<file path="src/hw/asbla_pkg.sv">
// Constants, timing figures and state encoding for the static memory host controller
// How it works
// - Write starts once all strobes are low; any strobe rising ends it.
// - Write data set-up and hold refer to the edge ending the write.
// - Write strobe stays high for the whole of every read.
// - Address is valid no later than select and byte enables fall.
// - Controller never drives data while the device drives the pins.
package asbla_pkg;

	localparam int ADDR_WIDTH     = 17;
	localparam int DATA_WIDTH     = 16;
	localparam int LANE_WIDTH     = 8;
	localparam int LANE_COUNT     = 2;
	localparam int COUNT_WIDTH    = 4;
	localparam int SYNC_STAGES    = 2;

	// Clock
	localparam int CLOCK_PERIOD_NS = 20;

	// Device timing, 55 ns grade
	localparam int T_AA_NS   = 55;
	localparam int T_ACE_NS  = 55;
	localparam int T_DOE_NS  = 25;
	localparam int T_DBE_NS  = 25;
	localparam int T_HZOE_NS = 20;
	localparam int T_HZCE_NS = 20;
	localparam int T_PWE_NS  = 40;
	localparam int T_SCE_NS  = 45;
	localparam int T_BW_NS   = 50;
	localparam int T_SD_NS   = 25;

	// Least times round up, never below one cycle
	function automatic int ceilCycles(input int ns);
		int cycles;
		cycles = (ns + CLOCK_PERIOD_NS - 1) / CLOCK_PERIOD_NS;
		return (cycles < 1) ? 1 : cycles;
	endfunction

	function automatic int maxOf(input int a, input int b);
		return (a > b) ? a : b;
	endfunction

	// Read: longest of the access paths, then the pin synchroniser
	localparam int RD_ACCESS_CYCLES = maxOf(maxOf(ceilCycles(T_AA_NS), ceilCycles(T_ACE_NS)),
		maxOf(ceilCycles(T_DOE_NS), ceilCycles(T_DBE_NS)));
	localparam int RD_WAIT_CYCLES   = RD_ACCESS_CYCLES + SYNC_STAGES;
	// Bus turnaround after a read before anyone drives again
	localparam int TURN_CYCLES      = maxOf(ceilCycles(T_HZOE_NS), ceilCycles(T_HZCE_NS));
	// Write: one set-up cycle then the strobe pulse; select and lanes span both
	localparam int WR_PULSE_CYCLES  = maxOf(maxOf(ceilCycles(T_PWE_NS), ceilCycles(T_SD_NS) - 1),
		maxOf(ceilCycles(T_SCE_NS) - 1, ceilCycles(T_BW_NS) - 1));

	localparam logic [COUNT_WIDTH-1:0] RD_WAIT_COUNT  = COUNT_WIDTH'(RD_WAIT_CYCLES);
	localparam logic [COUNT_WIDTH-1:0] TURN_COUNT     = COUNT_WIDTH'(TURN_CYCLES);
	localparam logic [COUNT_WIDTH-1:0] WR_PULSE_COUNT = COUNT_WIDTH'(WR_PULSE_CYCLES);
	localparam logic [COUNT_WIDTH-1:0] COUNT_LAST     = 4'h1;

	// Reset values
	localparam logic [ADDR_WIDTH-1:0] ADDR_RESET   = 17'h00000;
	localparam logic [DATA_WIDTH-1:0] DATA_RESET   = 16'h0000;
	localparam logic [LANE_COUNT-1:0] LANES_OFF_N  = 2'h3;
	localparam logic [LANE_COUNT-1:0] LANES_OFF    = 2'h0;
	localparam logic [COUNT_WIDTH-1:0] COUNT_RESET = 4'h0;

	typedef enum logic [5:0] {
		ST_IDLE     = 6'h01,
		ST_WR_SETUP = 6'h02,
		ST_WR_PULSE = 6'h04,
		ST_WR_HOLD  = 6'h08,
		ST_RD_WAIT  = 6'h10,
		ST_TURN     = 6'h20
	} asbla_state_e;

endpackage

</file>
<file path="src/hw/asbla_sync_if.sv">
// Carrier between the data pins and their synchroniser
`timescale 1ns/100ps
interface asbla_sync_if #(parameter int WIDTH = 16);

	logic [WIDTH-1:0] rawData;
	logic [WIDTH-1:0] syncData;

	modport capture (input rawData, output syncData);
	modport consumer (output rawData, input syncData);

endinterface

</file>
<file path="src/hw/asbla_host.sv">
// Host controller driving a 16-bit asynchronous static memory through its pins
`timescale 1ns/100ps
module asbla_host #(
	parameter int ADDR_WIDTH = asbla_pkg::ADDR_WIDTH
) (
	input  wire logic                            clock,
	input  wire logic                            rst,
	input  wire logic                            reqValid,
	input  wire logic                            reqWrite,
	input  wire logic [ADDR_WIDTH-1:0]           reqAddr,
	input  wire logic [asbla_pkg::DATA_WIDTH-1:0] reqData,
	input  wire logic [asbla_pkg::LANE_COUNT-1:0] reqByteEn,
	output logic                                 reqReady,
	output logic                                 rspValid,
	output logic [asbla_pkg::DATA_WIDTH-1:0]     rspData,
	output logic [ADDR_WIDTH-1:0]                sramAddr,
	output logic                                 chipSelectN,
	output logic                                 writeStrobeN,
	output logic                                 outputEnableN,
	output logic                                 upper_byte_enable_n,
	output logic                                 lower_byte_enable_n,
	input  wire logic [asbla_pkg::DATA_WIDTH-1:0] sramDataIn,
	output logic [asbla_pkg::DATA_WIDTH-1:0]     sramDataOut,
	output logic [asbla_pkg::LANE_COUNT-1:0]     sramDataOe
);

	asbla_pkg::asbla_state_e state_reg;

	logic [asbla_pkg::COUNT_WIDTH-1:0] count_reg;
	logic [ADDR_WIDTH-1:0]             addr_reg;
	logic                              chipSelectN_reg;
	logic                              writeStrobeN_reg;
	logic                              outputEnableN_reg;
	logic [asbla_pkg::LANE_COUNT-1:0]  byteEnN_reg;
	logic [asbla_pkg::DATA_WIDTH-1:0]  dataOut_reg;
	logic [asbla_pkg::LANE_COUNT-1:0]  dataOe_reg;
	logic                              reqReady_reg;
	logic                              rspValid_reg;
	logic [asbla_pkg::DATA_WIDTH-1:0]  rspData_reg;
	logic                              take;
	logic                              countDone;

	asbla_sync_if #(.WIDTH(asbla_pkg::DATA_WIDTH)) syncBus ();

	// Expand a lane mask into a bit mask
	function automatic logic [asbla_pkg::DATA_WIDTH-1:0] laneMask(
		input logic [asbla_pkg::LANE_COUNT-1:0] lanes
	);
		return {{asbla_pkg::LANE_WIDTH{lanes[1]}}, {asbla_pkg::LANE_WIDTH{lanes[0]}}};
	endfunction

	assign syncBus.rawData = sramDataIn;

	asbla_pin_sync #(
		.WIDTH (asbla_pkg::DATA_WIDTH)
	) pinSync (
		.clock (clock),
		.rst   (rst),
		.port  (syncBus.capture)
	);

	assign take      = (state_reg == asbla_pkg::ST_IDLE) && reqValid && reqReady_reg;
	assign countDone = (count_reg == asbla_pkg::COUNT_LAST);

	// Sequencer
	always_ff @(posedge clock or posedge rst) begin
		if (rst) begin
			state_reg <= asbla_pkg::ST_IDLE;
		end else begin
			case (state_reg)
				asbla_pkg::ST_IDLE: begin
					if (take) begin
						state_reg <= reqWrite ? asbla_pkg::ST_WR_SETUP : asbla_pkg::ST_RD_WAIT;
					end
				end
				asbla_pkg::ST_WR_SETUP: begin
					state_reg <= asbla_pkg::ST_WR_PULSE;
				end
				asbla_pkg::ST_WR_PULSE: begin
					if (countDone) begin
						state_reg <= asbla_pkg::ST_WR_HOLD;
					end
				end
				asbla_pkg::ST_WR_HOLD: begin
					state_reg <= asbla_pkg::ST_IDLE;
				end
				asbla_pkg::ST_RD_WAIT: begin
					if (countDone) begin
						state_reg <= asbla_pkg::ST_TURN;
					end
				end
				asbla_pkg::ST_TURN: begin
					if (countDone) begin
						state_reg <= asbla_pkg::ST_IDLE;
					end
				end
				default: begin
					state_reg <= asbla_pkg::ST_IDLE;
				end
			endcase
		end
	end

	// Phase counter
	always_ff @(posedge clock or posedge rst) begin
		if (rst) begin
			count_reg <= asbla_pkg::COUNT_RESET;
		end else if (take && !reqWrite) begin
			count_reg <= asbla_pkg::RD_WAIT_COUNT;
		end else if (state_reg == asbla_pkg::ST_WR_SETUP) begin
			count_reg <= asbla_pkg::WR_PULSE_COUNT;
		end else if (state_reg == asbla_pkg::ST_RD_WAIT && countDone) begin
			count_reg <= asbla_pkg::TURN_COUNT;
		end else if (count_reg != asbla_pkg::COUNT_RESET) begin
			count_reg <= count_reg - asbla_pkg::COUNT_LAST;
		end
	end

	// Address, select and lane strobes
	always_ff @(posedge clock or posedge rst) begin
		if (rst) begin
			addr_reg          <= asbla_pkg::ADDR_RESET;
			chipSelectN_reg   <= 1'b1;
			outputEnableN_reg <= 1'b1;
			byteEnN_reg       <= asbla_pkg::LANES_OFF_N;
		end else if (take) begin
			// Address changes on the same edge as select and lanes fall
			addr_reg          <= reqAddr;
			chipSelectN_reg   <= 1'b0;
			byteEnN_reg       <= ~reqByteEn;
			// Output enable stays high for writes so the device never drives back
			outputEnableN_reg <= reqWrite;
		end else if (state_reg == asbla_pkg::ST_WR_HOLD ||
				(state_reg == asbla_pkg::ST_RD_WAIT && countDone)) begin
			chipSelectN_reg   <= 1'b1;
			outputEnableN_reg <= 1'b1;
			byteEnN_reg       <= asbla_pkg::LANES_OFF_N;
		end
	end

	// Write strobe: falls last, rises first, so it alone bounds the write
	always_ff @(posedge clock or posedge rst) begin
		if (rst) begin
			writeStrobeN_reg <= 1'b1;
		end else if (state_reg == asbla_pkg::ST_WR_SETUP) begin
			writeStrobeN_reg <= 1'b0;
		end else if (state_reg == asbla_pkg::ST_WR_PULSE && countDone) begin
			// Rises one cycle before select, never together with it
			writeStrobeN_reg <= 1'b1;
		end
	end

	// Write data drive, only on enabled lanes, only while output enable is high
	always_ff @(posedge clock or posedge rst) begin
		if (rst) begin
			dataOut_reg <= asbla_pkg::DATA_RESET;
			dataOe_reg  <= asbla_pkg::LANES_OFF;
		end else if (take && reqWrite) begin
			dataOut_reg <= reqData;
			// Disabled lanes stay floating and keep their stored bytes
			dataOe_reg  <= reqByteEn;
		end else if (state_reg == asbla_pkg::ST_WR_HOLD) begin
			// Data held through the strobe rise, released with select
			dataOe_reg  <= asbla_pkg::LANES_OFF;
		end
	end

	// Read capture and write acknowledge
	always_ff @(posedge clock or posedge rst) begin
		if (rst) begin
			rspValid_reg <= 1'b0;
			rspData_reg  <= asbla_pkg::DATA_RESET;
		end else if (state_reg == asbla_pkg::ST_RD_WAIT && countDone) begin
			rspValid_reg <= 1'b1;
			// Only lanes that were enabled carry read data
			rspData_reg  <= syncBus.syncData & laneMask(~byteEnN_reg);
		end else if (state_reg == asbla_pkg::ST_WR_HOLD) begin
			rspValid_reg <= 1'b1;
		end else begin
			rspValid_reg <= 1'b0;
		end
	end

	// Request handshake; turnaround after reads keeps drivers apart
	always_ff @(posedge clock or posedge rst) begin
		if (rst) begin
			reqReady_reg <= 1'b1;
		end else if (take) begin
			reqReady_reg <= 1'b0;
		end else if (state_reg == asbla_pkg::ST_WR_HOLD ||
				(state_reg == asbla_pkg::ST_TURN && countDone)) begin
			reqReady_reg <= 1'b1;
		end
	end

	// Reads never lower the write strobe: it only moves in write states
	assign writeStrobeN        = writeStrobeN_reg;
	assign sramAddr            = addr_reg;
	assign chipSelectN         = chipSelectN_reg;
	assign outputEnableN       = outputEnableN_reg;
	assign upper_byte_enable_n = byteEnN_reg[1];
	assign lower_byte_enable_n = byteEnN_reg[0];
	assign sramDataOut         = dataOut_reg;
	assign sramDataOe          = dataOe_reg;
	assign reqReady            = reqReady_reg;
	assign rspValid            = rspValid_reg;
	assign rspData             = rspData_reg;

endmodule

</file>
<file path="src/hw/asbla_pin_sync.sv">
// Two-stage synchroniser for the data pins coming back from the memory
`timescale 1ns/100ps
module asbla_pin_sync #(
	parameter int WIDTH = 16
) (
	input  wire logic clock,
	input  wire logic rst,
	asbla_sync_if.capture port
);

	logic [WIDTH-1:0] stage1_reg;
	logic [WIDTH-1:0] stage2_reg;

	always_ff @(posedge clock or posedge rst) begin
		if (rst) begin
			stage1_reg <= '0;
		end else begin
			stage1_reg <= port.rawData;
		end
	end

	always_ff @(posedge clock or posedge rst) begin
		if (rst) begin
			stage2_reg <= '0;
		end else begin
			stage2_reg <= stage1_reg;
		end
	end

	assign port.syncData = stage2_reg;

endmodule

</file>
<file path="config.mk">
export PLATFORM = sky130hd
export DESIGN_NAME = asbla_host
export DESIGN_NICKNAME = d
export VERILOG_FILES = /design/src/hw/asbla_pkg.sv /design/src/hw/asbla_sync_if.sv /design/src/hw/asbla_host.sv /design/src/hw/asbla_pin_sync.sv
export SDC_FILE = /design/constraint.sdc
export NUM_CORES = 1
export LEC_CHECK = 0
export ABC_AREA = 1
export BUFFER_PORTS_ARGS = -buffer_cell sky130_fd_sc_hd__buf_4
export CORE_MARGIN = 4
export CORE_UTILIZATION = 24
export CTS_CLUSTER_DIAMETER = 150
export DETAILED_ROUTE_END_ITERATION = 10
export PLACE_DENSITY = 0.51
export SLEW_MARGIN = 10
export SYNTH_ARGS = -nofsm -noshare
export SYNTH_HDL_FRONTEND = slang
export SYNTH_SLANG_ARGS = --single-unit
</file>
<file path="constraint.sdc">
create_clock -name clock -period 5.2 [get_ports clock]
set_input_delay 1.3 -clock clock [delete_from_list [all_inputs] [get_ports clock]]
set_output_delay 1.3 -clock clock [all_outputs]
set_load 0.05 [all_outputs]
</file>
# == Word-level counts from Yosys, hierarchy flattened ==
# Index checks and enable logic that the tools add are counted.
# word_totals
input_bits,55
elab_cells,69
regBits,100
# classes
muxes,23
n_eq_ne,11
add_sub_neg,1
reduce_logical,17
n_bitwise,3
# ops
op,count
$pmux W6 S5,1
$mux W6,4
$and A16 B16 Y16,1
$mux W4,4
$mux W1,9
$mux W2,4
$ne A2 B2 Y1 const B,4
$reduce_bool A2 Y1,4
$reduce_bool A4 Y1,2
$logic_and A1 B1 Y1,7
$eq A6 B1 Y1 const B,1
$eq A6 B2 Y1 const B,1
$eq A6 B3 Y1 const B,1
$eq A6 B4 Y1 const B,1
$eq A6 B5 Y1 const B,1
$eq A6 B6 Y1 const B,1
$mux W5,1
$eq A4 B1 Y1 const B,1
$not A2 Y2,2
$reduce_and A4 Y1,1
$sub A4 B1 Y4 const B,1
$logic_or A1 B1 Y1,2
$logic_not A1 Y1,1

# == Depth between registers and ports, before layout ==
# Gate-level depths: netlist of the first run.
# depth
ltp_word,5
depth_mapped,10
mapped_depth_nobuf,10

# == By module ==
# Synthesis of the first run repeated with hierarchy kept, for this count alone.
# hier_totals
cells_unflattened,354
area_unflattened_um2,3632.2
# by_module_without_submodules
mod,cells_per_inst,area_each_um2,n_inst
asbla_host,321,2827.7,1
asbla_pin_sync,33,804.5,1

# == Worst setup path after synthesis of the first run ==
# OpenSTA, ideal clock, no wires.
# synth_timing
kind,input port to flip-flop
startpoint,input port reqValid
endpoint,register dataOut_reg (netlist bit sramDataOut[0])
n_path_buf,1
t_required_ns,5.082
slack_ns,3.129
setup_ns,0.118
arrival_time_ns,1.953
stages,9
cell_sequence,nand2_1 inv_1 nand2_2 inv_2 nand2_4 clkinv_2 buf_6 nand2_1 nand2_1
# synth_between
elab_chain_cells,3
# synth_rtl
element,line_no,rtl
"start, declared",asbla_host.sv:8,"input wire logic reqValid,"
$logic_and A1 B1 Y1 (2 in a row),asbla_host.sv:62,assign take = (state_reg == asbla_pkg::ST_IDLE) && reqValid && reqReady_reg;
$logic_and A1 B1 Y1,asbla_host.sv:158,end else if (take && reqWrite) begin
"end signal, assigned",asbla_host.sv:156,dataOut_reg <= asbla_pkg::DATA_RESET;
"end signal, assigned",asbla_host.sv:159,dataOut_reg <= reqData;
"end, declared",asbla_host.sv:35,logic [asbla_pkg::DATA_WIDTH-1:0] dataOut_reg;
# Every way passes these cells.
# A chain may end at the register's enable or synchronous reset.

# == Worst setup path in the final report of the first run ==
# layout_timing
startpoint,input port reqValid
endpoint,register dataOut_reg (netlist bit sramDataOut[7])
# The elaborated chain is that of the path after synthesis.

==> flow_summary.yaml, run 1 <==
timing:
  worst_slack_ns: 2.627
  rsz0062_at_grt: "no"
  period_share_pct: 49.48
  tightest_slew_ns: 0.6953
  hold_viol: 0
  slew_headroom_pct: 53.65
  max_freq_mhz: 388.6
  slew_violations: 0
  final.setup_skew_ns: 0.005097
  period_minus_slack_ns: 2.573
  setup_viol_count_final: 0
  setup-tns-final_ns: 0
run:
  cap_violations: 0
floorplanning:
  die_area_um2: 17220
  placement_rows: 44
  die_width_um: 131.2
  die_h_um: 131.2
  start_util_pct: 24.80
  core-area_um2: 14700
  ioPinCount: 113
worst_setup_path:
  path_max_fanout: 21
  required_ns: 5.43
  worst_setup_path_end_kind: "flip-flop"
  crit_arrival_ns: 2.80
  path_cells: "buf_4 > nand2_1 > inv_1 > nand2_2 > inv_2 > nand2_4 > clkinv_2 > nand2_1 > nand2_1"
  critical_path_class: "primary input to flip-flop"
  crit_path_top_delay_cell: "nand2_2"
  critical-path-max-stage-delay_ns: 0.30
  crit_top_cell: "nand2_1"
  startpoint_type: "primary input"
route:
  met3_length_um: 511
  dr.first_iter.drc_count: 187
  highest_layer: "met4"
  wl_per_cell_um: 12.96
  wirelength_um: 8581
  met2_length_um: 3967
  via_per_inst: 4.074
  vias: 2697
  final_antenna_net_count: 0
  drc: 0
  wl_met1_um: 3918
  drtPass1Iterations: 4
finish:
  final_nets: 530
  syn_to_final_growth_pct: 35.77
  largest_register_ffs: 17
  final_cell_count_no_fill: 662
  drive_gt1_share_pct: 30.33
  n_antenna_cell: 0
pwr:
  p_int_mw: 1.691
  swShare_pct: 42.89
  clock_power_share_pct: 21.3
  power_density_nw_per_um2: 598.2
  combPwrFrac_pct: 41.4
  irDropWorstVdd_mv: 0.3077
  switchingPower_mw: 1.270
  power_frac_seq_pct: 37.3
  cellLeakagePower_nw: 2.604
global_routing:
  grt_max_degree: 59
  grt_pass1_wl_um: 14380
  antenna_found_initial: 0
  track_usage_pct: 10.38
  grt_pass1_vias: 2805
  grt-ovfl-total: 0
synthesis:
  syn_area_um2: 3645
  synth_warnings: 0
  synth_most_common_cell: "nand2_1"
  seq_area_frac_synth_pct: 68.90
  ys_seq_elements: 100
  synth_area_leader_cell: "dfrtp_1"
  syn_avg_cell_area_um2: 10.18
  synth-main-ff-cell: "dfrtp_1"
  syn_inst: 358
  synth_top_area_share_pct: 63.85
  yosys-top-cells-area: "dfrtp_1 (64%), nand2_1 (16%), dfstp_2 (5.0%)"
  synth_fp_nets: 415
  synth_common_cells: "nand2_1 (154), dfrtp_1 (93), o21ai_0 (23)"
  synth_edf_count: 0
  synth.distinct_cells: 26
  async_flop_share_pct: 100.0
clock_network:
  ctsResizeCount: 0
  clk_pin_slew_ns: 0.07
  post_cts_buffers: 0
  cts_buffers: 9
  htreeDepth: 3
  clock-root-buffer: "clkbuf_16"
  cts_tree: "done"
  cts.sinks: 100
  ctsHoldBuffers: 0
  cts_buffer_depth: 2
  insertion_delay_ns: 0.34
place:
  gp_congestion: 0.7720
  port_buffers: 112
  dp_hpwl_um: 6132
  pre_cts_slack_ns: 2.211
  dp.cells: 646
run_status:
  status: "finished, final reports clean"
hold_path:
  hold_path.class: "flip-flop to flip-flop"
kinds of logic (layout without fill, tap and decap cells):
group | after synthesis | after routing | synth area share [%]
XOR/XNOR | 1 | 1 | 0.2403
adder cells (fa/ha/maj) | 2 | 2 | 0.6865
buffers and inverters | 33 | 153 | 4.119
AO/OA/AOI/OAI | 29 | 29 | 4.085
AND/OR/NAND/NOR | 193 | 193 | 21.97
flip-flops | 100 | 100 | 68.90
stage by stage:
step                power (mW)  area [um2]  hold slack, ns  utilization, %
floorplan                1.956        3645          0.3312               -
global placement         2.344        4667          0.3328           31.75
detailed placement       2.355        4667          0.3347           31.75
CTS                      3.003        4949          0.3492           33.67
global route             3.142        4949          0.3582           33.67
finish                   2.960        4949          0.3482           33.67
critical path, delay by kind of cell:
kind          cells  cell delay [ns]
simple gates      5             0.81
buf+inv           4             0.68
cells in the final DEF, fill, tap and decap left out, drive strengths merged:
cell type,instances
nand2,158
buf,113
dfrtp,93
o21ai,23
inv,21
nor2,17
clkbuf,13
nand3,10
dfstp,7
nand4,5
clkinv,5
a21oi,4
nor3,2
ha,2
nand3b,1
xor2,1
a31oi,1
o21a,1
clkinvlp,1
routing by layer:
metal / vias to the layer above / GRT usage [%]
met4: 0 / 4.551
met2: 75 / 15.73
li1: 1342 / -
met3: 14 / 3.631
met5: - / 0
met1: 1266 / 13.49
area by class of cell:
class	instances	area, um2
Clock buffer	13	260.3
Tap cell	184	230.2
Timing Repair Buffer	113	848.3
Fill cell	1488	9751
Multi-Input combinational cell	225	983.4
Sequential cell	100	2511
Inverter	24	93.84
Clock inverter	3	21.27
power groups by stage:
stage / Sequential (mW) / Combinational [mW] / Clock [mW]
floorplan: 1.64 / 0.318 / 0
global placement: 1.12 / 1.22 / 0
detailed placement: 1.11 / 1.24 / 0
CTS: 1.11 / 1.24 / 0.655
global route: 1.13 / 1.32 / 0.695
finish: 1.10 / 1.23 / 0.629
worst paths after layout:
path / start / to / slack [ns] / cells after the start
max: reqValid / sramDataOut[7]$_DFFE_PP0P_ / 2.63 / 9
min: pinSync.stage1_reg[12]$_DFF_PP0_ / pinSync.port.syncData[12]$_DFF_PP0_ / 0.35 / 0
max reg2reg: state_reg[0]$_DFFE_PP1P_ / sramDataOut[7]$_DFFE_PP0P_ / 3.09 / 8
min reg2reg: pinSync.stage1_reg[12]$_DFF_PP0_ / pinSync.port.syncData[12]$_DFF_PP0_ / 0.35 / 0
max in group asynchronous: rst / byteEnN_reg[0]$_DFFE_PP1P_ / 3.11 / 3
min in group asynchronous: rst / sramDataOut[5]$_DFFE_PP0P_ / 1.07 / 2
Note: power is estimated with default switching activity, not from simulation.
==> run 2: changes to the inputs <==
--- a/config.mk
+++ b/config.mk
@@ -11,7 +11,7 @@
 export CORE_UTILIZATION = 24
 export CTS_CLUSTER_DIAMETER = 150
 export DETAILED_ROUTE_END_ITERATION = 10
-export PLACE_DENSITY = 0.51
+export PLACE_DENSITY = 0.52
 export SLEW_MARGIN = 10
 export SYNTH_ARGS = -nofsm -noshare
 export SYNTH_HDL_FRONTEND = slang
==> constraint.sdc (replaced) <==
create_clock -name clock -period 2.11 [get_ports clock]
set_input_delay 0.5275 -clock clock [delete_from_list [all_inputs] [get_ports clock]]
set_output_delay 0.5275 -clock clock [all_outputs]
set_load 0.05 [all_outputs]
==> flow_summary.yaml, run 2 (synthesis results as in run 1) <==
run_status:
  status: "finished, final reports clean"
finish:
  syn_to_final_growth_pct: 37.76
  drive_gt1_share_pct: 30.83
  final_core_util_pct: 34.16
  fill_cells: 1484
  final_cell_count_no_fill: 664
  most-common-layout-cells: "nand2_1 (154), buf_4 (115), dfrtp_1 (93), o21ai_0 (23), inv_1 (19)"
  largest_register_ffs: 17
  n_antenna_cell: 0
  mostFrequentLayoutCell: "nand2_1"
  final_nets: 533
worst_setup_path:
  crit_arrival_ns: 2.11
  worst_setup_path_end_kind: "flip-flop"
  startpoint: "state_reg[0]$_DFFE_PP1P_"
  path_max_fanout: 20
  startpoint_type: "flip-flop"
  required_ns: 2.38
  critical_path_class: "flip-flop to flip-flop"
  crit-reg2reg-launch: "state_reg[0]$_DFFE_PP1P_"
  r2r_cells: 8
route:
  via_per_inst: 4.108
  dr.first_iter.drc_count: 159
  wirelength_um: 8508
  drtPass1Iterations: 4
  drc: 0
  final_antenna_net_count: 0
  wl_per_cell_um: 12.81
  vias: 2728
clock_network:
  post_cts_buffers: 0
  cts_buffer_depth: 2
  cts.sinks: 100
  ctsResizeCount: 0
  ctsHoldBuffers: 0
  clock-root-buffer: "clkbuf_16"
  htreeDepth: 3
  clk_pin_slew_ns: 0.07
  cts_tree: "done"
  cts_buffers: 9
  insertion_delay_ns: 0.34
timing:
  final.setup_skew_ns: 0.009382
  period_minus_slack_ns: 1.839
  setup-tns-final_ns: 0
  slew_violations: 0
  worst_slack_ns: 0.2713
  slew_headroom_pct: 65.48
  hold_viol: 0
  setup_viol_count_final: 0
  period_share_pct: 87.14
  rsz0062_at_grt: "no"
  max_freq_mhz: 543.9
  tightest_slew_ns: 0.5178
floorplanning:
  die_h_um: 131.2
  ioPinCount: 113
  start_util_pct: 24.80
  core-area_um2: 14700
  die_width_um: 131.2
  die_area_um2: 17220
  placement_rows: 44
place:
  port_buffers: 112
  gp_congestion: 0.7397
  dp.cells: 649
  dp_hpwl_um: 6177
  pre_cts_slack_ns: 0.2386
global_routing:
  grt_pass1_wl_um: 14050
  antenna_found_initial: 0
  track_usage_pct: 10.15
  grt_pass1_vias: 2797
  grt-ovfl-total: 0
  grt_max_degree: 101
pwr:
  irDropWorstVdd_mv: 0.9415
  cellLeakagePower_nw: 2.629
  power_density_nw_per_um2: 1491
hold_path:
  min_from: "sramDataIn[1]"
  hold_path_depth: 1
  hold_path.class: "primary input to flip-flop"
run:
  cap_violations: 0
run 2: through the flow:
step	power [mW]	instance area, um2	hold slack, ns
6_report	7.488	5021	0.2906
5_1_grt	7.921	5021	0.2719
4_1_cts	7.599	5021	0.2745
3_5_place_dp	5.816	4703	0.3347
3_3_place_gp	5.774	4703	0.3318
2_1_floorplan	4.822	3649	0.3312
run 2: path summary, 6_finish.rpt:
check	to	slack (ns)
min in group asynchronous	pinSync.stage1_reg[12]$_DFF_PP0_	0.35
worst max register to register	sramDataOut[0]$_DFFE_PP0P_	0.27
worst max-delay path	sramDataOut[0]$_DFFE_PP0P_	0.27
worst min register to register	pinSync.port.syncData[14]$_DFF_PP0_	0.35
worst min-delay path	pinSync.stage1_reg[1]$_DFF_PP0_	0.29
max in group asynchronous	byteEnN_reg[1]$_DFFE_PP1P_	1.37
run 2: area by class of cell:
type / instances / area [um2] / share of cell area [%]
Sequential cell: 100 / 2511 / 50.01
Multi-Input combinational cell: 225 / 983.4 / 19.59
Timing Repair Buffer: 116 / 883.3 / 17.59
Clock buffer: 11 / 242.7 / 4.834
Tap cell: 184 / 230.2 / 4.585
Inverter: 24 / 95.09 / 1.894
Clock inverter: 4 / 75.07 / 1.495
run 2: worst max-delay path: stages, from the launching register on:
cell and delay (ns):
dfstp_2 0.56, nand2_1 0.09, nor2_4 0.14, nand2_2 0.07, inv_2 0.28, nand2_4 0.22
clkinv_2 0.23, nand2_1 0.09, nand2_1 0.07
run 2: per-layer routing:
metal	up-vias	routed length, um	global-route usage, %
met5	-	0	0
met4	0	159	3.851
met3	14	453	3.402
met2	66	4165	16.65
met1	1300	3731	12.47
li1	1348	-	-
run 2: where the power goes:
| part | switching, mW | total (mW) | internal [mW] |
|---|---|---|---|
| combinational | 2.13 | 3.02 | 0.889 |
| sequential | 0.299 | 2.72 | 2.42 |
| clock | 0.683 | 1.75 | 1.07 |
==> run 3: changes to the inputs <==
==> constraint.sdc (replaced) <==
create_clock -name clock -period 2.11 [get_ports clock]
set_input_delay 0.1055 -clock clock [delete_from_list [all_inputs] [get_ports clock]]
set_output_delay 0.1055 -clock clock [all_outputs]
set_load 0.05 [all_outputs]
==> flow_summary.yaml, run 3 (synthesis results as in run 1) <==
floorplanning:
  placement_rows: 44
  ioPinCount: 113
  core-area_um2: 14700
  start_util_pct: 24.80
  die_h_um: 131.2
  die_width_um: 131.2
  die_area_um2: 17220
finish:
  multi_input_area_um2: 983.4
  most-common-layout-cells: "nand2_1 (154), buf_4 (115), dfrtp_1 (93), dlygate4sd3_1 (50), o21ai_0 (23)"
  final_cell_count_no_fill: 716
  fill_cells: 1403
  mostFrequentLayoutCell: "nand2_1"
  final_nets: 584
  drive_gt1_share_pct: 28.38
  largest_register_ffs: 17
  register_area_um2: 2511
  syn_to_final_growth_pct: 51.53
  n_antenna_cell: 0
place:
  dp_hpwl_um: 6150
  port_buffers: 112
  gp_congestion: 0.7666
  dp.cells: 650
timing:
  period_minus_slack_ns: 1.687
  tightest_slew_ns: 0.7738
  hold_viol: 0
  rsz0062_at_grt: "no"
  max_freq_mhz: 592.8
  setup-tns-final_ns: 0
  slew_headroom_pct: 48.30
  setup_viol_count_final: 0
  slew_violations: 0
  period_share_pct: 79.95
  final.setup_skew_ns: 0.008617
global_routing:
  antenna_found_initial: 0
  grt_max_degree: 38
  track_usage_pct: 10.65
  grt-ovfl-total: 0
  grt_pass1_wl_um: 14960
  grt_pass1_vias: 3058
pwr:
  power_density_nw_per_um2: 1347
  combPwrFrac_pct: 41.8
  clock_power_share_pct: 21.8
  swShare_pct: 42.18
  irDropWorstVdd_mv: 0.7702
  power_frac_seq_pct: 36.4
  switchingPower_mw: 3.139
  p_int_mw: 4.302
  cellLeakagePower_nw: 2.846
hold_path:
  hold_path.class: "primary input to flip-flop"
  min_from: "reqWrite"
worst_setup_path:
  crit-reg2reg-launch: "count_reg[1]$_DFFE_PP0P_"
  startpoint_type: "flip-flop"
  required_ns: 2.34
  worst_setup_path_end_kind: "flip-flop"
  startpoint: "count_reg[1]$_DFFE_PP0P_"
  crit_arrival_ns: 1.92
  critical_path_class: "flip-flop to flip-flop"
  path_max_fanout: 36
route:
  wirelength_um: 8766
  via_per_inst: 4.060
  dr.first_iter.drc_count: 82
  wl_per_cell_um: 12.24
  drtPass1Iterations: 4
  final_antenna_net_count: 0
  drc: 0
  vias: 2907
clock_network:
  cts_buffers: 9
  ctsResizeCount: 0
  cts_buffer_depth: 2
  insertion_delay_ns: 0.34
  clock-root-buffer: "clkbuf_16"
  cts_tree: "done"
  cts.sinks: 100
  post_cts_buffers: 0
  clk_pin_slew_ns: 0.07
  htreeDepth: 3
run:
  cap_violations: 0
run_status:
  status: "finished, final reports clean"
run 3: critical path: stages, from the launching register on:
cell and delay (ns):
dfrtp_1 0.37, inv_1 0.09, ha_1 0.18, nand2_1 0.12
inv_1 0.11, nand2_2 0.09, buf_4 0.30, nand2_1 0.09
nand2_1 0.07, nand2_1 0.04, nand2_1 0.06, nand2_1 0.05
run 3: layer usage:
layer	part of all wire, %	track usage, %	wire [um]	vias up
li1	-	-	-	1449
met1	44	13.02	3838	1375
met2	49	17.66	4312	69
met3	4.8	3.249	424	14
met4	2.2	4.317	191	0
met5	0	0	0	-
run 3: power groups by stage:
stage	Clock [mW]	Combinational (mW)	Sequential, mW
after floorplan	0	0.784	4.04
after global placement	0	3.04	2.74
after detailed placement	0	3.07	2.74
after CTS	1.70	3.15	2.72
after global routing	1.78	3.35	2.76
final	1.62	3.11	2.71
run 3: layout make-up:
| class | instances | area share [%] |
|---|---|---|
| clock buffers | 9 | 4.078 |
| repair buffers | 167 | 25.42 |
| well taps | 184 | 4.169 |
| clock inverters | 7 | 1.337 |
| multi-input cells | 225 | 17.81 |
| inverters | 24 | 1.722 |
| flip-flops and latches | 100 | 45.47 |
run 3: what timing repair did:
item / in CTS / in global routing
endpoints found under the hold margin: 82 / 0
endpoints found under the setup margin: 0 / 0
hold buffers: 50 / 0
run 3: path summary, 6_finish.rpt:
| check | to | slack, ns | cells after the start |
|---|---|---|---|
| worst max-delay path | count_reg[1]$_DFFE_PP0P_ | 0.42 | 11 |
| worst min-delay path | sramDataOe[0]$_DFFE_PP0P_ | 0.03 | 3 |
| worst max register to register | count_reg[1]$_DFFE_PP0P_ | 0.42 | 11 |
| worst min register to register | pinSync.port.syncData[11]$_DFF_PP0_ | 0.35 | 0 |
| max in group asynchronous | state_reg[0]$_DFFE_PP1P_ | 0.95 | 4 |
| min in group asynchronous | sramDataOut[4]$_DFFE_PP0P_ | 0.46 | 3 |
run 3: stage by stage:
step                utilization [%]  instance area, um2  setup WS (ns)  power (mW)  hold WS [ns]
CTS                           37.57                5523         0.4288       7.562       0.01169
global route                  37.57                5523         0.1784       7.900       0.03474
global placement              32.13                4723         0.4900       5.775        0.2150
detailed placement            32.13                4723         0.4464       5.815        0.2159
floorplan                         -                3649         0.6477       4.822        0.1369
finish                        37.57                5523         0.4230       7.441       0.02995
